--- config.mk ---
export PLATFORM = sky130hd
export DESIGN_NAME = fsc_flash_dev_flat
export DESIGN_NICKNAME = d
export VERILOG_FILES = /design/src/core/fsc_pkg.sv /design/src/core/fsc_link_if.sv /design/src/core/fsc_flash_dev.sv /design/src/flat_wrapper.sv
export SDC_FILE = /design/constraint.sdc
export NUM_CORES = 1
export LEC_CHECK = 0
export ABC_AREA = 0
export BUFFER_PORTS_ARGS = -buffer_cell sky130_fd_sc_hd__buf_2
export CORE_MARGIN = 4
export CORE_UTILIZATION = 48
export DETAILED_ROUTE_END_ITERATION = 16
export GPL_TIMING_DRIVEN = 0
export PLACE_DENSITY = 0.67
export REMOVE_ABC_BUFFERS = 1
export SLEW_MARGIN = 40
export SYNTH_ARGS = -nofsm -noshare
export SYNTH_HDL_FRONTEND = slang
export SYNTH_SLANG_ARGS = --single-unit
export TNS_END_PERCENT = 1
--- constraint.sdc ---
create_clock -name clk_sys_in -period 2.4 [get_ports clk_sys_in]
set_clock_uncertainty 0.15 [all_clocks]
set_input_delay 0.48 -clock clk_sys_in [delete_from_list [all_inputs] [get_ports clk_sys_in]]
set_output_delay 0.48 -clock clk_sys_in [all_outputs]
set_load 0.02 [all_outputs]
--- src/core/fsc_pkg.sv ---
/*
  constants shared by both ends of the serial flash register link.
  assumes a 250 MHz system clock on both ends.
*/
package fsc_pkg;
  // ----------------------------------------------------------------
  // clocking and timing
  // ----------------------------------------------------------------
  localparam int CLK_PERIOD_NS = 4;
  localparam int STATUS_WRITE_TIME_NS = 10000;
  localparam int STATUS_WRITE_CYC = STATUS_WRITE_TIME_NS / CLK_PERIOD_NS;
  localparam int SCLK_HALF_CYC = 8;
  // ----------------------------------------------------------------
  // instruction codes
  // ----------------------------------------------------------------
  localparam logic [7:0] OP_WRITE_ENABLE = 8'h06;
  localparam logic [7:0] OP_READ_STATUS_LO = 8'h05;
  localparam logic [7:0] OP_READ_STATUS_HI = 8'h35;
  localparam logic [7:0] OP_READ_CONFIG = 8'h15;
  localparam logic [7:0] OP_WRITE_STATUS = 8'h01;
  localparam logic [7:0] OP_WRITE_STATUS_ALT = 8'h31;
  localparam logic [7:0] OP_WRITE_CONFIG = 8'h11;
  // ----------------------------------------------------------------
  // bit counts at chip select rise (opcode plus data)
  // ----------------------------------------------------------------
  localparam logic [4:0] BITS_OPCODE = 5'h08;
  localparam logic [4:0] BITS_ONE_BYTE = 5'h10;
  localparam logic [4:0] BITS_TWO_BYTE = 5'h18;
  // ----------------------------------------------------------------
  // configuration register fields and reset values
  // ----------------------------------------------------------------
  localparam int CFG_PIN_FUNC = 7;
  localparam int CFG_DRV_HI = 6;
  localparam int CFG_DRV_LO = 5;
  localparam int CFG_PROT_SCHEME = 2;
  localparam int CFG_DUMMY_SEL = 1;
  localparam logic [7:0] CFG_WRITE_MASK = 8'he6;
  localparam logic [7:0] CFG_RESET = 8'h00;
  localparam logic [15:0] STATUS_RESET = 16'h0000;
  // ----------------------------------------------------------------
  // dummy clock counts, block locks
  // ----------------------------------------------------------------
  localparam logic [3:0] DUMMY_DUAL_DEF = 4'h4;
  localparam logic [3:0] DUMMY_DUAL_ALT = 4'h8;
  localparam logic [3:0] DUMMY_QUAD_DEF = 4'h6;
  localparam logic [3:0] DUMMY_QUAD_ALT = 4'ha;
  localparam int LOCK_N = 8;
  // ----------------------------------------------------------------
  // host command port map
  // ----------------------------------------------------------------
  localparam logic [3:0] HOST_CMD_OFS = 4'h0;
  localparam logic [3:0] HOST_TX_OFS = 4'h4;
  localparam logic [3:0] HOST_STAT_OFS = 4'h8;
  localparam logic [3:0] HOST_PIN_OFS = 4'hc;
  localparam logic [1:0] HOST_PIN_RESET = 2'h3;
endpackage

--- src/core/fsc_link_if.sv ---
/*
  serial link between flash host controller and flash device.
  assumes the bench resolves the data-out pin from its enable.
*/
`timescale 1ns/100ps
`default_nettype none
interface fsc_link_if;
  logic chip_select_n;
  logic serial_clk;
  logic serial_in;
  logic serial_out;
  logic serial_out_oe_n;
  logic write_protect_pin;
  logic hold_reset_pin;
  modport dev (
    input chip_select_n, serial_clk, serial_in, write_protect_pin, hold_reset_pin,
    output serial_out, serial_out_oe_n
  );
  modport host (
    output chip_select_n, serial_clk, serial_in, write_protect_pin, hold_reset_pin,
    input serial_out, serial_out_oe_n
  );
endinterface
`default_nettype wire

--- src/core/fsc_flash_dev.sv ---
/*
  flash device end: status and configuration register commands.
  assumes link pins are asynchronous; all of them pass two flops.
*/
// The implementer's own choices: the strobed register port and the address map.
// What this block does
// - read configuration allowed anytime, even busy
// - read configuration shifts out on serial_out
// - host polls write_in_progress before new instruction
// - config bit 7 selects hold or reset
// - hold and reset only when quad_enable 0
// - config bits 6:5 select drive strength
// - config bit 2 selects protection scheme
// - block locks set after any reset
// - config bit 1 selects dummy clock count
// - status write needs prior write enable
// - status write keeps bits 15,10,1,0
// - status write ends at 8 or 16 bits
// - one-byte status write clears three bits
// - status write runs timed busy cycle
// - hardware protected mode blocks status write
// - option variant takes one status byte only
// - code 31h only in option variant
// - config write needs enable, exact one byte
// - config write runs timed busy cycle
// - protect mode 01 with pin low locks
// - latch clear refuses all register writes
`timescale 1ns/100ps
`default_nettype none
module fsc_flash_dev
  import fsc_pkg::*;
#(
  parameter bit ORDER_OPT = 1'b0
) (
  input wire logic clk_sys_in,
  input wire logic rst_n_in,
  fsc_link_if.dev link,
  output logic [15:0] status_out,
  output logic [7:0] config_out,
  output logic busy_out,
  output logic hold_active_out,
  output logic pin_reset_out,
  output logic [1:0] drive_strength_out,
  output logic protect_scheme_out,
  output logic [3:0] dummy_dual_out,
  output logic [3:0] dummy_quad_out,
  output logic [LOCK_N-1:0] block_lock_out
);
  // ----------------------------------------------------------------
  // pin synchronisers: cs, sclk, si, wp, hold/reset
  // ----------------------------------------------------------------
  logic [4:0] sync1_r;
  logic [4:0] sync2_r;
  logic sclk_prev_r;
  logic cs_prev_r;
  always_ff @(posedge clk_sys_in) begin
    if (!rst_n_in) begin
      sync1_r <= 5'h1b;
      sync2_r <= 5'h1b;
      sclk_prev_r <= 1'b0;
      cs_prev_r <= 1'b1;
    end else begin
      sync1_r <= {link.hold_reset_pin, link.write_protect_pin, link.serial_in,
                  link.serial_clk, link.chip_select_n};
      sync2_r <= sync1_r;
      sclk_prev_r <= sync2_r[1];
      cs_prev_r <= sync2_r[0];
    end
  end

  // ----------------------------------------------------------------
  // register state and decode terms
  // ----------------------------------------------------------------
  logic [7:0] cfg_r;
  logic cmp_r;
  logic [2:0] lb_r;
  logic qe_r;
  logic [1:0] srp_r;
  logic [4:0] bp_r;
  logic wel_r;
  logic [13:0] tw_cnt_r;
  logic [4:0] bitcnt_r;
  logic [7:0] op_r;
  logic [15:0] data_r;
  logic [7:0] sh_r;
  logic rd_mode_r;
  logic [LOCK_N-1:0] lock_r;
  logic so_r;
  logic so_oe_n_r;
  logic busy;
  logic hold_now;
  logic pin_rst;
  logic cs_n;
  logic sclk_rise;
  logic sclk_fall;
  logic cs_rise;
  logic locked;
  logic [7:0] op_done;
  logic [15:0] status_now;
  logic is_write_status_cmd;
  logic write_status_cmd_ok;
  logic write_config_cmd_ok;

  assign busy = (tw_cnt_r != 14'h0);
  assign cs_n = sync2_r[0];
  assign hold_now = ~qe_r & ~cfg_r[CFG_PIN_FUNC] & ~sync2_r[4];
  assign pin_rst = ~qe_r & cfg_r[CFG_PIN_FUNC] & ~sync2_r[4];
  assign sclk_rise = sync2_r[1] & ~sclk_prev_r & ~cs_n & ~hold_now;
  assign sclk_fall = ~sync2_r[1] & sclk_prev_r & ~cs_n & ~hold_now;
  assign cs_rise = cs_n & ~cs_prev_r;
  assign locked = srp_r[1] | (srp_r == 2'b01 & ~sync2_r[3]);
  assign op_done = {op_r[6:0], sync2_r[2]};
  assign status_now = {1'b0, cmp_r, lb_r, 1'b0, qe_r, srp_r[1], srp_r[0], bp_r, wel_r, busy};
  assign is_write_status_cmd = (op_r == OP_WRITE_STATUS) | (ORDER_OPT & op_r == OP_WRITE_STATUS_ALT);
  assign write_status_cmd_ok = cs_rise & is_write_status_cmd & wel_r & ~busy & ~locked &
    ((bitcnt_r == BITS_ONE_BYTE) | (~ORDER_OPT & bitcnt_r == BITS_TWO_BYTE));
  assign write_config_cmd_ok = cs_rise & (op_r == OP_WRITE_CONFIG) & wel_r & ~busy & ~locked &
    (bitcnt_r == BITS_ONE_BYTE);

  // ----------------------------------------------------------------
  // serial shifter: opcode, data in, register data out
  // ----------------------------------------------------------------
  always_ff @(posedge clk_sys_in) begin
    if (!rst_n_in || pin_rst) begin
      bitcnt_r <= 5'h0;
      op_r <= 8'h0;
      data_r <= 16'h0;
      sh_r <= 8'h0;
      rd_mode_r <= 1'b0;
      so_r <= 1'b0;
      so_oe_n_r <= 1'b1;
    end else if (cs_n) begin
      bitcnt_r <= 5'h0;
      rd_mode_r <= 1'b0;
      so_oe_n_r <= 1'b1;
    end else begin
      if (hold_now) begin
        so_oe_n_r <= 1'b1;
      end
      if (sclk_rise) begin
        if (bitcnt_r != 5'h1f) begin
          bitcnt_r <= bitcnt_r + 5'h1;
        end
        if (bitcnt_r < BITS_OPCODE) begin
          op_r <= op_done;
        end else begin
          data_r <= {data_r[14:0], sync2_r[2]};
        end
        if (bitcnt_r == BITS_OPCODE - 5'h1) begin
          if (op_done == OP_READ_CONFIG) begin
            rd_mode_r <= 1'b1;
            sh_r <= cfg_r & CFG_WRITE_MASK;
          end else if (op_done == OP_READ_STATUS_LO) begin
            rd_mode_r <= 1'b1;
            sh_r <= status_now[7:0];
          end else if (op_done == OP_READ_STATUS_HI) begin
            rd_mode_r <= 1'b1;
            sh_r <= status_now[15:8];
          end
        end
      end
      if (sclk_fall && rd_mode_r) begin
        so_r <= sh_r[7];
        so_oe_n_r <= 1'b0;
        sh_r <= {sh_r[6:0], sh_r[7]};
      end
    end
  end

  // ----------------------------------------------------------------
  // status register, write enable latch, self-timed cycle
  // ----------------------------------------------------------------
  always_ff @(posedge clk_sys_in) begin
    if (!rst_n_in) begin
      cmp_r <= STATUS_RESET[14];
      lb_r <= STATUS_RESET[13:11];
      qe_r <= STATUS_RESET[9];
      srp_r <= STATUS_RESET[8:7];
      bp_r <= STATUS_RESET[6:2];
      wel_r <= 1'b0;
      tw_cnt_r <= 14'h0;
    end else begin
      if (busy) begin
        tw_cnt_r <= tw_cnt_r - 14'h1;
        if (tw_cnt_r == 14'h1) begin
          wel_r <= 1'b0;
        end
      end
      if (write_status_cmd_ok || write_config_cmd_ok) begin
        tw_cnt_r <= 14'(STATUS_WRITE_CYC);
      end
      if (write_status_cmd_ok && bitcnt_r == BITS_ONE_BYTE) begin
        srp_r <= {1'b0, data_r[7]};
        bp_r <= data_r[6:2];
        cmp_r <= 1'b0;
        qe_r <= 1'b0;
      end else if (write_status_cmd_ok) begin
        srp_r <= {data_r[0], data_r[15]};
        bp_r <= data_r[14:10];
        cmp_r <= data_r[6];
        lb_r <= lb_r | data_r[5:3];
        qe_r <= data_r[1];
      end
      if (cs_rise && !busy && op_r == OP_WRITE_ENABLE && bitcnt_r == BITS_OPCODE) begin
        wel_r <= 1'b1;
      end
    end
  end

  // ----------------------------------------------------------------
  // configuration register and block locks
  // ----------------------------------------------------------------
  always_ff @(posedge clk_sys_in) begin
    if (!rst_n_in) begin
      cfg_r <= CFG_RESET;
      lock_r <= '1;
    end else begin
      if (pin_rst) begin
        lock_r <= '1;
        cfg_r[CFG_DUMMY_SEL] <= CFG_RESET[CFG_DUMMY_SEL];
      end else if (write_config_cmd_ok) begin
        cfg_r <= data_r[7:0] & CFG_WRITE_MASK;
      end
    end
  end

  // ----------------------------------------------------------------
  // registered outputs
  // ----------------------------------------------------------------
  always_ff @(posedge clk_sys_in) begin
    if (!rst_n_in) begin
      status_out <= STATUS_RESET;
      config_out <= CFG_RESET;
      busy_out <= 1'b0;
      hold_active_out <= 1'b0;
      pin_reset_out <= 1'b0;
      drive_strength_out <= {CFG_RESET[CFG_DRV_HI], CFG_RESET[CFG_DRV_LO]};
      protect_scheme_out <= CFG_RESET[CFG_PROT_SCHEME];
      dummy_dual_out <= DUMMY_DUAL_DEF;
      dummy_quad_out <= DUMMY_QUAD_DEF;
      block_lock_out <= '1;
    end else begin
      status_out <= status_now;
      config_out <= cfg_r;
      busy_out <= busy;
      hold_active_out <= hold_now;
      pin_reset_out <= pin_rst;
      drive_strength_out <= {cfg_r[CFG_DRV_HI], cfg_r[CFG_DRV_LO]};
      protect_scheme_out <= cfg_r[CFG_PROT_SCHEME];
      dummy_dual_out <= cfg_r[CFG_DUMMY_SEL] ? DUMMY_DUAL_ALT : DUMMY_DUAL_DEF;
      dummy_quad_out <= cfg_r[CFG_DUMMY_SEL] ? DUMMY_QUAD_ALT : DUMMY_QUAD_DEF;
      block_lock_out <= lock_r;
    end
  end

  assign link.serial_out = so_r;
  assign link.serial_out_oe_n = so_oe_n_r;
endmodule
`default_nettype wire

--- src/flat_wrapper.sv ---
// flat-port wrapper written by rule: the top's interface ports become plain ports
module fsc_flash_dev_flat import fsc_pkg::*;
#(
  parameter bit ORDER_OPT = 1'b0
)
  (clk_sys_in, rst_n_in, status_out, config_out, busy_out, hold_active_out, pin_reset_out, drive_strength_out, protect_scheme_out, dummy_dual_out, dummy_quad_out, block_lock_out, link_chip_select_n, link_serial_clk, link_serial_in, link_write_protect_pin, link_hold_reset_pin, link_serial_out, link_serial_out_oe_n);
  fsc_link_if link_i ();
  input wire logic clk_sys_in;
  input wire logic rst_n_in;
  output logic [15:0] status_out;
  output logic [7:0] config_out;
  output logic busy_out;
  output logic hold_active_out;
  output logic pin_reset_out;
  output logic [1:0] drive_strength_out;
  output logic protect_scheme_out;
  output logic [3:0] dummy_dual_out;
  output logic [3:0] dummy_quad_out;
  output logic [LOCK_N-1:0] block_lock_out;
  input wire logic [$bits(link_i.chip_select_n)-1:0] link_chip_select_n;
  input wire logic [$bits(link_i.serial_clk)-1:0] link_serial_clk;
  input wire logic [$bits(link_i.serial_in)-1:0] link_serial_in;
  input wire logic [$bits(link_i.write_protect_pin)-1:0] link_write_protect_pin;
  input wire logic [$bits(link_i.hold_reset_pin)-1:0] link_hold_reset_pin;
  output wire logic [$bits(link_i.serial_out)-1:0] link_serial_out;
  output wire logic [$bits(link_i.serial_out_oe_n)-1:0] link_serial_out_oe_n;
  assign link_i.chip_select_n = link_chip_select_n;
  assign link_i.serial_clk = link_serial_clk;
  assign link_i.serial_in = link_serial_in;
  assign link_i.write_protect_pin = link_write_protect_pin;
  assign link_i.hold_reset_pin = link_hold_reset_pin;
  assign link_serial_out = link_i.serial_out;
  assign link_serial_out_oe_n = link_i.serial_out_oe_n;
  fsc_flash_dev #(.ORDER_OPT(ORDER_OPT)) u_core (.clk_sys_in(clk_sys_in), .rst_n_in(rst_n_in), .link(link_i), .status_out(status_out), .config_out(config_out), .busy_out(busy_out), .hold_active_out(hold_active_out), .pin_reset_out(pin_reset_out), .drive_strength_out(drive_strength_out), .protect_scheme_out(protect_scheme_out), .dummy_dual_out(dummy_dual_out), .dummy_quad_out(dummy_quad_out), .block_lock_out(block_lock_out));
endmodule
Word-level counts from Yosys, hierarchy flattened
Index checks and enable logic that the tools add are counted.

Register bits: 119. Latch bits: 0. Bits in writable memories: 0. Memory bits (read-only): 0. Output and inout port bits: 48. Word-level logic and storage cells: 142. Memories kept: 0.

Add/subtract/negate cells: 2. $mul: 0. Divide/modulo/power cells: 0. Magnitude comparators: 1. Eq/ne operators: 13. Shift operators: 0. Mux-type cells: 22. Bitwise operators: 40. Reductions and logical operators: 32.

Operators with widths (number): $mux 8 (6); $mux 12 (2); $and 1x1->1 (22); $eq 8x3->1 const B (2); $eq 8x5->1 const B (2); $not 1->1 (15); $eq 14x1->1 const B (1); $reduce_bool 14->1 (1); $reduce_bool 2->1 (7); $sub 14x1->14 const B (1); $eq 5x5->1 const B (2); $mux 1 (10); $mux 5 (2); $reduce_and 2->1 (5); $reduce_and 3->1 (3); $eq 8x1->1 const B (1); $eq 8x6->1 const B (1); $mux 4 (2); $reduce_or 2->1 (4); $add 5x1->5 const B (1); $eq 5x3->1 const B (1); $eq 5x4->1 const B (1); $logic_and 1x1->1 (5); $lt 5x4->1 const B (1); 9 further kinds (12).

Depth between registers and ports, before layout
Gate-level depths: netlist of run 1.

Word-level depth: 10. Gate-level depth with buffers: 8. Gate-level depth less buffers: 7.

Least setup slack after synthesis of run 1
No wires, ideal clock.

Path type: register -> register. From: register u_core.tw_cnt_r[0]. To: register u_core.lb_r[2]. Setup time: 0.057 ns. Data arrival time: 2.202 ns. Required time: 2.193 ns. Setup slack: -0.009 ns. Stages on the path, launching flop included: 8. Buffers on the path: 0. Path through: dfxtp_1 > inv_1 > ha_1 > nor3b_1 > nand4_1 > nor4_4 > and3_1 > a21o_1.

Longest elaborated chain between the ends: 8.

Ends and longest elaborated chain: start: declaration (RTL line fsc_flash_dev.sv:81) `logic [13:0] tw_cnt_r;`; start signal: assignment (RTL line fsc_flash_dev.sv:184) `tw_cnt_r <= tw_cnt_r - 14'h1;`; start signal: assignment (RTL line fsc_flash_dev.sv:190) `tw_cnt_r <= 14'(STATUS_WRITE_CYC);`; $reduce_bool 14->1 * (RTL line fsc_flash_dev.sv:104) `assign busy = (tw_cnt_r != 14'h0);`; $not 1->1 * (RTL line fsc_flash_dev.sv:115) `assign write_status_cmd_ok = cs_rise & is_write_status_cmd & wel_r & ~busy & ~locked &`; $and 1x1->1 * (3 in series) (RTL line fsc_flash_dev.sv:115); $logic_and 1x1->1 (RTL line fsc_flash_dev.sv:192) `if (write_status_cmd_ok && bitcnt_r == BITS_ONE_BYTE) begin`; $not 1->1 (no source line); $reduce_and 2->1 (no source line) *; end signal: assignment (RTL line fsc_flash_dev.sv:176) `lb_r <= STATUS_RESET[13:11];`; end signal: assignment (RTL line fsc_flash_dev.sv:201) `lb_r <= lb_r | data_r[5:3];`; end: declaration (RTL line fsc_flash_dev.sv:76) `logic [2:0] lb_r;`.

Mark *: on every way between the ends. The rest lies on a longest branch, timed or not. A chain may end at the register's enable or synchronous reset.

Worst setup path in the final report of run 1
From: register u_core.op_r[6]. To: register u_core.sh_r[6].

Longest elaborated chain between the ends: 6. Elaborated cells between the ends (all ways): 10. Classes of those cells: 3 x eq/ne; 5 x mux; 2 x reduce/logical.

Ends and longest elaborated chain: start: declaration (RTL line fsc_flash_dev.sv:83) `logic [7:0] op_r;`; start signal: assignment (RTL line fsc_flash_dev.sv:145) `op_r <= op_done;`; $eq 8x3->1 (RTL line fsc_flash_dev.sv:153) `end else if (op_done == OP_READ_STATUS_LO) begin`; $mux 8 (RTL line fsc_flash_dev.sv:153); $mux 8 (RTL line fsc_flash_dev.sv:150) `if (op_done == OP_READ_CONFIG) begin`; $mux 8 (RTL line fsc_flash_dev.sv:149) `if (bitcnt_r == BITS_OPCODE - 5'h1) begin`; $mux 8 (RTL line fsc_flash_dev.sv:140) `if (sclk_rise) begin`; $mux 8 (RTL line fsc_flash_dev.sv:162) `if (sclk_fall && rd_mode_r) begin`; end signal: assignment (RTL line fsc_flash_dev.sv:152) `sh_r <= cfg_r & CFG_WRITE_MASK;`; end signal: assignment (RTL line fsc_flash_dev.sv:155) `sh_r <= status_now[7:0];`; end signal: assignment (RTL line fsc_flash_dev.sv:165) `sh_r <= {sh_r[6:0], sh_r[7]};`; end: declaration (RTL line fsc_flash_dev.sv:85) `logic [7:0] sh_r;`.

Parallel ways exist; a longest one is shown, timed or not. The select of a mux whose other input is x is not followed.

==> impl.org, run 1 <==
** Timing
- Crit share post-route :: 0.989
- The smallest clock period supported by the final layout is computed as around 2.4 ns.
- The number of max-slew violations in the final report was 0.
- In this run the tightest slew margin relative to its limit is 0.553.
- Setup repair after global routing could not meet its margin everywhere.
- Final setup violation count :: 0
- Static timing analysis puts the maximum clock frequency at 0.421 GHz.
- Setup TNS :: 0 ns
- Slew at the pin closest to its max-slew limit :: about 0.67 ns
- Total count of hold-check failures in the final report :: 0

** Cells and area
- Of the cells placed in the final design, the portion with a size suffix greater than 1 is 0.190.
- After routing the design area is 0.00491 mm2.
- Final Net Count :: roughly 510
- Number of diodes added for antenna fixing :: 0
- Area added between synthesis and finish :: 12.8%

** Floorplanning
- The die is 103 um wide.
- Std cell rows :: 34
- Area inside the core boundary :: 0.00876 mm2
- Total die area :: between 0.01 and 0.015 mm2
- The initial utilization of the core area, before any placement, comes to 0.496.
- The floorplan step set the die height to slightly above 100 um.
- For this design the top-level I/O count stands at 55.

** Global routing
- The via count of the first global-routing pass was just under 3000.
- First-pass GRT wire length :: 14300 um
- For this run the aggregate overflow at the end of global routing stands at 0.
- Number of antenna violations at the first check in global routing :: 0
- Across every metal layer, demand over resource in global routing totals 0.172.
- Entering global routing, the biggest net connects 47 pins.

** Pwr
- Power density relative to cell area :: between 800 and 900 mW/mm2
- Lkg Pwr :: roughly 2.0 nW
- Largest vdd supply drop :: ~0.38 mV

** Hold path
- Counting instances, the worst hold path has a depth of 2.
- Min-Delay Path Class :: in2reg

** Logic synthesis
- Of the total synthesized cell area, the portion taken by AND, OR, NAND and NOR gates is 0.247.
- Post-synth ARST share :: 0
- Yosys top cell area share :: 0.488
- Main flop type after synthesis :: dfxtp_1
- Measured against the total synthesized area, the mux share comes to 0.0661.
- Main combinational cell family by area after synthesis :: simple AND/OR/NAND/NOR gates
- Adder-cell area share of the yosys netlist :: 0.0144
- The synthesized design contains approximately 110 register bits.
- Counting flops with a built-in enable in the synthesized netlist gives 0.
- Unique masters post-synth :: 57
- Mapped Avg Cell Area :: ~9.3 um2
- Share of synthesized area occupied by flip-flops and latches :: 0.488
- Synthesized-area fraction occupied by xor and xnor cells :: 0.0242
- Syn Inst Count :: approximately 470
- Ranking of synthesized cells by area :: dfxtp_1 49%, mux2i_1 5.1%, nand2_1 4.2%
- During synthesis, Yosys emitted a total of 0 warnings.
- The largest total area in the synthesized netlist belongs to dfxtp_1.
- Area fraction in compound gates after synthesis :: 0.0880
- In this run the cell area of the synthesized design comes to roughly 0.0044 mm2.

** Clocking
- H-Tree Level Count :: 3
- The tree is rooted in a clkbuf_8.
- Maximum root-to-sink buffer count :: 2
- Insertion delay to the later sink of the worst-skew pair :: around 0.38 ns
- Total CTS buffers :: 9
- CTS saw 106 sinks.
- After clock tree synthesis, the clock-pin slew on the worst setup and hold paths is about 0.11 ns.
- TritonCTS built the clock tree.

** Route
- The routed layout has 3273 vias.
- Drc violations :: 0
- The detailed router finished its first iteration with ~170 violations.
- After detailed routing, the average wire length per cell comes to 14.6 um.
- Before antenna repair, the detailed router went through 5 iterations.
- Using the TritonRoute via totals, the vias-per-cell ratio works out to about 5.3.
- Summed over all layers, the routed wires come to about 9000 um.
- Count of nets left with antenna violations after detail routing :: 0

** Placement
- Summed over all nets, the half-perimeter wirelength after detailed placement is 6160 um.
- At the end of routability-driven placement, the weighted congestion stood at between 0.8 and 0.9.
- Number of port buffers :: 37
- Placed instance area :: about 0.0045 mm2

** Worst setup path
- Critical path data arrival time :: 2.49 ns
- The worst register-to-register path has a depth of 5.
- Worst Setup Start Kind :: flip-flop
- Critical path capture point type :: flip-flop
- Crit Path Category :: reg2reg
- Along the worst path, the maximum fanout reaches 5.
- STA puts the critical path data required time at around 2.5 ns.

** Status
- The run finished with clean final reports.

** Flow run
- The tool flagged a number of max-cap violations equal to 0.
[synth_stat cells, drive strengths merged (10+ instances only)]
cell type / n
a21oi: 28
inv: 15
mux2i: 22
o21ai: 10
nand4: 10
nor2: 44
buf: 27
and2: 16
clkbuf: 14
nor3: 10
nand2: 49
dfxtp: 106
nand2b: 14
nand3: 19
[worst max-delay path: stages, from the launching register on]
cell     delay (ns)
dfxtp_2        0.37
or4b_4         0.57
nor4_1         0.51
and2_2         0.33
a21oi_1        0.09
o221a_1        0.25
[cells in the final DEF, fill, tap and decap left out, types with 10 or more instances in the layout]
| cell | netlist | final |
|---|---|---|
| dfxtp_1 | 106 | 100 |
| and2_1 | 16 | 15 |
| nand2_1 | 49 | 46 |
| nand2b_1 | 14 | 14 |
| nand4_1 | 10 | 10 |
| a21oi_1 | 28 | 28 |
| inv_1 | 15 | 15 |
| buf_2 | 1 | 36 |
| nand3_1 | 19 | 19 |
| mux2i_1 | 22 | 22 |
| nor2_1 | 44 | 44 |
| conb_1 | 2 | 17 |
[per-layer routing]
metal | global-route usage | part of all wire | routed length, um | vias up
li1 | - | - | - | 1628
met1 | 0.252 | 0.47 | 4230 | 1536
met2 | 0.251 | 0.45 | 4050 | 100
met3 | 0.0436 | 0.068 | 611 | 9
met4 | 0.0488 | 0.0095 | 85 | 0
met5 | 0 | 0 | 0 | -
[path summary, 6_finish.rpt]
kind	endpoint	startpoint	slack [ns]
max	u_core.sh_r[6]	u_core.op_r[6]	0.03
min	u_core.sync1_r[1]	link_serial_clk	0.13
max reg2reg	u_core.sh_r[6]	u_core.op_r[6]	0.03
min reg2reg	u_core.sync2_r[4]	u_core.sync1_r[4]	0.27
[final cells by class]
| class | count | area, um2 |
|---|---|---|
| tap | 108 | 135 |
| multi-input combinational | 321 | 2070 |
| fill | 790 | 3860 |
| timing repair buffer | 47 | 283 |
| sequential | 106 | 2130 |
| inverter | 15 | 56.3 |
| clock buffer | 9 | 124 |
| clock inverter | 7 | 108 |
[flip-flops by register name, summed over array words and instances, names as in the netlist, 2 cells and up]
name and flops:
u_core.bp_r 5, u_core.data_r 16, u_core.lb_r 3, u_core.srp_r 2, u_core.config_out 4, u_core.cfg_r 5, u_core.op_r 8, u_core.sh_r 8
u_core.tw_cnt_r 14, u_core.bitcnt_r 5, u_core.sync1_r 5, u_core.status_out 14, u_core.sync2_r 5
[through the flow]
step                power (mW)  std cells  worst slack, ns  hold slack (ns)  utilization
floorplan                 2.68        442           -0.492            0.236            -
global placement          2.83        587            -1.19            0.240        0.511
detailed placement        2.87        589            -1.04            0.242        0.517
CTS                       4.11        612          -0.0272            0.117        0.555
global route              4.38        613          -0.0589            0.113        0.560
finish                    4.15        613           0.0267            0.131        0.560
[report_power, final]
part           internal (mW)  switching (mW)  total, mW
combinational          0.410           0.540      0.950
sequential              1.88           0.131       2.01
clock                  0.521           0.665       1.19
[repair_timing]
item,CTS,global route
buffers inserted,7,1
gates resized for setup,8,12
pin swaps,5,2
hold buffers,0,0
endpoints found under the setup margin,36,39
[cells by family after synthesis]
family | Yosys count
flip-flops | 106
AND/OR/NAND/NOR | 198
buffers and inverters | 56
XOR/XNOR | 12
multiplexers | 28
adder cells (fa/ha/maj) | 5
AO/OA/AOI/OAI | 61
other | 2
Note: power is estimated with default switching activity, not from simulation.
==> run 2: changes to the inputs <==
--- a/config.mk
+++ b/config.mk
@@ -9,9 +9,10 @@
 export BUFFER_PORTS_ARGS = -buffer_cell sky130_fd_sc_hd__buf_2
 export CORE_MARGIN = 4
 export CORE_UTILIZATION = 48
+export CTS_CLUSTER_DIAMETER = 80
 export DETAILED_ROUTE_END_ITERATION = 16
 export GPL_TIMING_DRIVEN = 0
-export PLACE_DENSITY = 0.67
+export PLACE_DENSITY = 0.71
 export REMOVE_ABC_BUFFERS = 1
 export SLEW_MARGIN = 40
 export SYNTH_ARGS = -nofsm -noshare
==> run 2 against run 1 <==
Effect of this change: sequential power barely moved; first-iteration DRC count grew 31%; clock-buffer cell count up 1; non-clock buffer count is 1 higher; final area shrank 0.71%; critical endpoint is now u_core.cfg_r[6]; largest power group unchanged.
==> impl.org, run 2 (same netlist as run 1, synthesis figures left out) <==
** Worst setup path
- CP startpoint :: u_core.op_r[1]
- The reg-to-reg setup timing slack came to 0.002 ns (-0.02 ns).
- Crit Path Category :: reg2reg
- Critical path capture point type :: flip-flop
- Cell-by-cell trace of the critical path :: or4b_1 -> or4_4 -> nor4_4 -> buf_4 -> nand2_1 -> a21bo_1
- Critical path data arrival time :: 2.53 ns (+0.04 ns)
- The worst stage delay on the critical path was 0.54 ns (-0.03 ns).
- Launching point of the worst reg2reg path :: u_core.op_r[1]
- The endpoint identified for the worst register-to-register timing path is u_core.cfg_r[6].
- CP Capture Point :: u_core.cfg_r[6]
- The data required time at the worst endpoint was 2.53 ns (about the same).
- The peak fanout along the critical path is 7 (+2).
- STA classifies the critical path startpoint as a flip-flop.
- Max stage delay cell, worst path :: or4b_1
- The number of cells traversed by the worst register-to-register path is 6 (+1).

** Timing
- Setup repair after global routing could not meet its margin everywhere.
- The fmax is 0.417 GHz (-1.0%).
- Worst-case headroom to the max-slew limit :: 0.522 (-0.0310)
- The part of the cycle the worst path needs came to 0.999 (+0.0102).
- Slew at the pin closest to its max-slew limit :: 0.708 ns (+0.0386 ns)
- Total count of hold-check failures in the final report :: 0 (unchanged)
- Period minus WS final :: 2.40 ns (+0.0246 ns)
- Final setup violation count :: 0 (unchanged)
- The number of max-slew violations in the final report is 0 (unchanged).

** Cells and area
- Leaving out fill and tap cells, the most frequent cells in the layout are 100 x dfxtp_1, 46 x nand2_1, 44 x nor2_1.
- Ratio of cells with drive above 1 in the final layout :: 0.192 (+0.00160)
- Post-Layout Cell Count :: 614 (+0.16%)
- Number of diodes added for antenna fixing :: 0 (unchanged)
- Filler cells :: 768 (-2.8%)
- Final Net Count :: 513 (+0.20%)
- Largest registers in the final layout :: u_core.data_r: 16 flops, u_core.status_out: 14 flops, u_core.tw_cnt_r: 14 flops
- Reg with most FFs :: u_core.data_r
- Number of flip-flops in the largest register :: 16 (unchanged)
- From synthesis to final layout, the design area changed by 12.0%.
- Commonest non-fill, non-tap cell in the layout :: dfxtp_1

** Pwr
- The fraction of power consumed by sequential logic was 0.504 (+0.019).
- The cell leakage power is 2.01 nW (-0.75%).
- The switching part of the total is 0.326 (+0.00405).
- The part of the power in the clock network came to 0.262 (-0.024).
- Cell Int Power :: 2.69 mW (-4.1%)
- Largest vdd supply drop :: 0.331 mV (-12%)
- The total power after layout was 4.00 mW (-3.6%).
- Switching component of the power :: 1.30 mW (-2.4%)
- The combinational share of power was 0.234 (+0.005).
- The power per unit of standard cell area was 821 mW/mm2 (-2.9%).

** Global routing
- Overall global routing resource usage :: 0.170 (-0.00180)
- Remaining Overflow, GRT :: 0 (unchanged)
- The initial antenna violation count is 0 (unchanged).
- First-pass GRT wire length :: 14200 um (-0.62%)
- The via count of the first global-routing pass is 2946 (+1.9%).
- The largest net degree at the start of global routing came to 47 (unchanged).

** Floorplanning
- # IOs :: 55 (unchanged)
- The initial cell density of the core came to 0.496 (unchanged).
- Area inside the core boundary :: 0.00876 mm2 (unchanged)
- The number of standard-cell rows in the floorplan came to 34 (unchanged).
- The die width came to 103 um (unchanged).
- The die outline area came to 0.0107 mm2 (unchanged).
- Die extent in y :: 103 um (unchanged)

** Route
- The violation count after the first detailed-route iteration was 222 (+31%).
- The routed via count divided by cell count is 5.31 (-0.47%).
- Number of iterations in the first detailed-routing pass :: 4 (-1)
- Vias post-DR :: 3263 (-0.31%)
- Final wirelength :: 8740 um (-2.6%)
- The final routed DRC violation total is 0 (unchanged).
- The routed length per instance came to 14.2 um (-2.8%).
- The final antenna-violating net count was 0 (unchanged).

** Hold path
- The min-delay analysis places its worst path in the category in2reg.

** Flow run
- The number of max-cap violations came to 0 (unchanged).

** Placement
- The routability congestion estimate was 0.826 (+3.1%).
- The cell count after placement was 589 (unchanged).
- The half-perimeter wire length after detailed placement came to 6040 um (-1.9%).
- The count of port buffers added during placement came to 37 (unchanged).

** Clocking
- The clock input transition at the sequential cells of the worst setup and hold paths came to 0.10 ns (about the same).
- H-Tree Level Count :: 3 (unchanged)
- Number of hold buffers added after cts :: 0 (unchanged)
- Clock sinks :: 106 (unchanged)
- Clock tree from TritonCTS :: yes
- In this run the clock root is driven by a clkbuf_8.
- Insertion delay to the later sink of the worst-skew pair :: 0.38 ns (about the same)
- Maximum root-to-sink buffer count :: 2 (unchanged)
- The CTS buffer count came to 9 (unchanged).

** Status
- The run finished with clean final reports.
==> run 2: cell types whose count changed in the layout (fill, tap and decap cells not counted) <==
cell       delta
nor4_1        -1
dfxtp_4       -1
clkinv_4      +2
inv_8         +1
bufinv_16     -1
clkbuf_1      +1
buf_4         +1
clkinv_8      -3
dfxtp_2       +1
nor4_2        +1
==> run 2: how the worst min path moves through the flow <==
stage	slack (ns)	to	cells past startpoint	from
floorplan	0.24	u_core.sync2_r[0]	1	u_core.sync1_r[0]
finish	0.12	u_core.sync1_r[3]	2	link_write_protect_pin
detailed placement	0.25	u_core.sync2_r[1]	1	u_core.sync1_r[1]
CTS	0.11	u_core.sync1_r[3]	2	link_write_protect_pin
global placement	0.24	u_core.sync2_r[1]	1	u_core.sync1_r[1]
global route	0.11	u_core.sync1_r[1]	2	link_serial_clk
==> run 2: critical path: cells and delay by family, from the launching register on <==
| family | cells | cell delay [ns] |
|---|---|---|
| compound gates | 1 | 0.20 |
| simple gates | 4 | 1.40 |
| flops | 1 | 0.36 |
| buf+inv | 1 | 0.19 |
==> run 2: final cells by class <==
cell class | instances | area, um2 | area share
flip-flops and latches | 106 | 2130 | 0.437
multi-input cells | 321 | 2070 | 0.426
repair buffers | 48 | 290 | 0.0596
well taps | 108 | 135 | 0.0277
clock buffers | 10 | 128 | 0.0262
clock inverters | 6 | 57.6 | 0.0118
inverters | 15 | 56.3 | 0.0116
==> run 2: per-layer routing <==
layer | GRT usage | share of wire
met3 | 0.0483 | 0.048
met2 | 0.256 | 0.45
met1 | 0.240 | 0.49
met5 | 0 | 0
met4 | 0.0468 | 0.011
==> run 2: power groups by stage <==
stage	Combinational (mW)	Sequential (mW)	Clock [mW]
floorplan	0.657	2.03	0
global placement	0.802	2.03	0
detailed placement	0.831	2.04	0
CTS	0.908	2.01	1.07
global route	1.05	2.03	1.13
finish	0.936	2.01	1.05
==> run 2: through the flow <==
stage / TNS (ns) / instance area (um2) / util / hold WS, ns / worst slack, ns
floorplan: -8.33 / 4150 / - / 0.236 / -0.492
global placement: -35.22 / 4470 / 0.511 / 0.239 / -1.22
detailed placement: -26.77 / 4530 / 0.517 / 0.246 / -1.10
CTS: -0.0182 / 4830 / 0.552 / 0.110 / -0.0182
global route: -0.337 / 4870 / 0.556 / 0.108 / -0.0581
finish: 0 / 4870 / 0.556 / 0.119 / 0.00218
==> run 2: what timing repair did <==
action                     4_1_cts  5_1_grt
setup endpoints to repair       36       30
pin swaps                        5        2
resized for setup                9       11
buffers inserted                 9        0
==> run 3: changes to the inputs <==
--- a/config.mk
+++ b/config.mk
@@ -8,11 +8,11 @@
 export ABC_AREA = 0
 export BUFFER_PORTS_ARGS = -buffer_cell sky130_fd_sc_hd__buf_2
 export CORE_MARGIN = 4
-export CORE_UTILIZATION = 48
+export CORE_UTILIZATION = 52
 export CTS_CLUSTER_DIAMETER = 80
 export DETAILED_ROUTE_END_ITERATION = 16
 export GPL_TIMING_DRIVEN = 0
-export PLACE_DENSITY = 0.71
+export PLACE_DENSITY = 0.76
 export REMOVE_ABC_BUFFERS = 1
 export SLEW_MARGIN = 40
 export SYNTH_ARGS = -nofsm -noshare
==> run 3 against run 2 <==
Effect of this change: via count up 0.49%; largest cell class unchanged; wire length up 0.97%; clock-buffer cell count down 1; sequential power about the same; final cell count up 0.33%; critical path depth up 4; worst setup slack better by 0.0078 ns; highest routed layer unchanged; global-route usage up 1.2 points.
==> impl.org, run 3 (same netlist as run 1, synthesis figures left out) <==
** Timing
- The worst relative slew slack was 0.475 (-0.0466).
- Setup TNS :: 0 ns (unchanged)
- Crit share post-route :: 0.996 (-0.00326)
- Unrepaired setup endpoints after global routing :: yes
- Period minus WS final :: 2.39 ns (-0.00782 ns)
- The fmax was 0.418 GHz (+0.33%).
- Final setup violation count :: 0 (unchanged)
- Slew at the pin closest to its max-slew limit :: 0.787 ns (+0.0796 ns)
- The number of max-slew violations in the final report was 0 (unchanged).
- The count of endpoints failing hold in the final timing report was 0 (unchanged).

** Cells and area
- Commonest non-fill, non-tap cells in the layout :: 100 x dfxtp_1, 46 x nand2_1, 44 x nor2_1
- Area added between synthesis and finish :: 13.9%
- The layout filler cell count was 694 (-9.6%).
- Largest registers in the final layout :: u_core.data_r: 16 flops, u_core.status_out: 14 flops, u_core.tw_cnt_r: 14 flops
- Final cell area excluding filler cells :: 0.00496 mm2 (+1.7%)
- Reg with most FFs :: u_core.data_r
- The library cell used most frequently in the layout, excluding fill and tap cells, is dfxtp_1.
- Number of diodes added for antenna fixing :: 0 (unchanged)
- The fraction of layout instances using a drive strength above 1 is 0.205 (+0.0138).
- Number of flip-flops in the largest register :: 16 (unchanged)
- Final Net Count :: 518 (+0.97%)

** Route
- Number of iterations in the first detailed-routing pass :: 4 (unchanged)
- Vias post-DR :: 3279 (+0.49%)
- Vias per cell :: 5.32 (+0.16%)
- Average wire per standard cell :: 14.3 um (+0.64%)
- The violation count after the first detailed-route iteration was 175 (-21%).
- The total routed wirelength was 8830 um (+0.97%).
- The final antenna-violating net count was 0 (unchanged).
- The final routed DRC violation total was 0 (unchanged).

** Worst setup path
- Delay-heaviest family, CP :: simple AND/OR/NAND/NOR gates
- Max stage delay cell, worst path :: dfxtp_2
- Worst Setup Start Kind :: flip-flop
- The signal arrival time at the worst endpoint is 2.57 ns (+0.04 ns).
- Cell-by-cell trace of the critical path :: inv_1 -> ha_4 -> nor3b_4 -> nand4_1 -> buf_6 -> buf_4 -> nor4_4 -> buf_4 -> nand4_1 -> a21bo_1
- The data required time at the worst endpoint was 2.58 ns (+0.05 ns).
- Critical path capture point type :: flip-flop
- Crit Path Category :: reg2reg
- Crit Path Max Fanout :: 6 (-1)
- Combined buffer and inverter count along the critical path :: 4 (+3)
- The worst stage delay on the critical path came to 0.37 ns (-0.17 ns).

** Placement
- Number of port buffers :: 37 (unchanged)
- Hpwl dp :: 6060 um (+0.33%)
- The post-place instance area is 0.00453 mm2 (about the same).
- The routability congestion estimate came to 0.840 (+1.7%).

** Clocking
- The number of buffers on the longest clock path was 2 (unchanged).
- Root Buffer :: clkbuf_8
- H-Tree Level Count :: 3 (unchanged)
- Clock tree from TritonCTS :: yes
- The number of clock sinks is 106 (unchanged).
- Clock transition at the registers of the reported paths :: 0.11 ns (about the same)
- The CTS buffer count came to 9 (unchanged).
- Number of hold buffers added after cts :: 0 (unchanged)
- The insertion delay of the later-clocked pin in the worst-skew pair was 0.39 ns (about the same).

** Floorplanning
- Die span in x :: 99.5 um (-3.6%)
- # IOs :: 55 (unchanged)
- The number of standard-cell rows in the floorplan came to 33 (-2.9%).
- The die boundary height came to 99.5 um (-3.6%).
- The initial cell density of the core came to 0.532 (+0.0357).
- Area inside the core boundary :: 0.00818 mm2 (-6.7%)
- The die outline area was 0.00989 mm2 (-7.1%).

** Global routing
- The largest net degree at the start of global routing was 47 (unchanged).
- The initial antenna violation count came to 0 (unchanged).
- Vias in the first global route :: 3031 (+2.9%)
- The first-pass GRT wire length was 14500 um (+2.3%).
- Overall global routing resource usage :: 0.182 (+0.0123)
- Remaining Overflow, GRT :: 0 (unchanged)

** Pwr
- The power per unit of standard cell area was 857 mW/mm2 (+4.4%).
- Largest vdd supply drop :: 0.386 mV (+16%)
- The cell leakage power is 2.04 nW (+1.8%).

** Hold path
- The tightest min-delay check is of the in2reg type.

** Status
- Status :: completed

** Flow run
- # Max-Cap Violations :: 0 (unchanged)
==> run 3: changes by cell type in the layout (fill, tap and decap cells not counted), sizes merged <==
cell    delta
buf        +6
clkbuf     -2
inv        +1
==> run 3: repair_timing <==
item	in CTS	in global routing
pin swaps	5	5
gates resized for setup	10	14
buffers inserted	8	6
setup endpoints to repair	35	29
==> run 3: worst paths after layout <==
| path | from | end | slack (ns) | depth (start not counted) |
|---|---|---|---|---|
| worst max-delay path | u_core.tw_cnt_r[0] | u_core.cfg_r[2] | 0.01 | 10 |
| worst min-delay path | link_chip_select_n | u_core.sync1_r[0] | 0.13 | 2 |
| worst max register to register | u_core.tw_cnt_r[0] | u_core.cfg_r[2] | 0.01 | 10 |
| worst min register to register | u_core.sync1_r[0] | u_core.sync2_r[0] | 0.27 | 1 |
==> run 3: area by class of cell <==
cell class	instances	area [um2]	area share
well taps	105	131	0.0265
multi-input cells	321	2100	0.424
repair buffers	53	317	0.0639
inverters	15	56.3	0.0114
clock inverters	7	96.3	0.0194
flip-flops and latches	106	2130	0.430
clock buffers	9	124	0.0250
==> run 3: layer usage <==
layer  global-route usage  vias to the layer above  part of all wire
li1                     -                     1639                 -
met1                0.253                     1536              0.46
met2                0.275                       96              0.46
met3               0.0477                        8             0.068
met4               0.0630                        0            0.0085
met5                    0                        -                 0
==> run 3: through the flow <==
| step | hold WS (ns) | power [mW] | setup slack (ns) | utilization | instances |
|---|---|---|---|---|---|
| floorplan | 0.236 | 2.68 | -0.492 | - | 442 |
| global placement | 0.239 | 2.83 | -1.22 | 0.547 | 584 |
| global route | 0.114 | 4.49 | -0.173 | 0.606 | 616 |
| detailed placement | 0.242 | 2.88 | -1.10 | 0.554 | 586 |
| finish | 0.129 | 4.25 | 0.0100 | 0.606 | 616 |
| CTS | 0.112 | 4.09 | -0.0205 | 0.593 | 610 |
==> run 3: worst reg2reg max path: stages (launching register included) <==
cell and delay (ns):
dfxtp_2 0.37, inv_1 0.10, ha_4 0.16, nor3b_4 0.22, nand4_1 0.17, buf_6 0.19, buf_4 0.14, nor4_4 0.31
buf_4 0.20, nand4_1 0.11, a21bo_1 0.23
==> run 3: power breakdown <==
part           switching [mW]  total (mW)  internal, mW  leakage, nW
registers               0.143        2.03          1.88        0.862
logic                   0.576        1.08         0.506         1.07
clock network           0.703        1.14         0.435        0.109
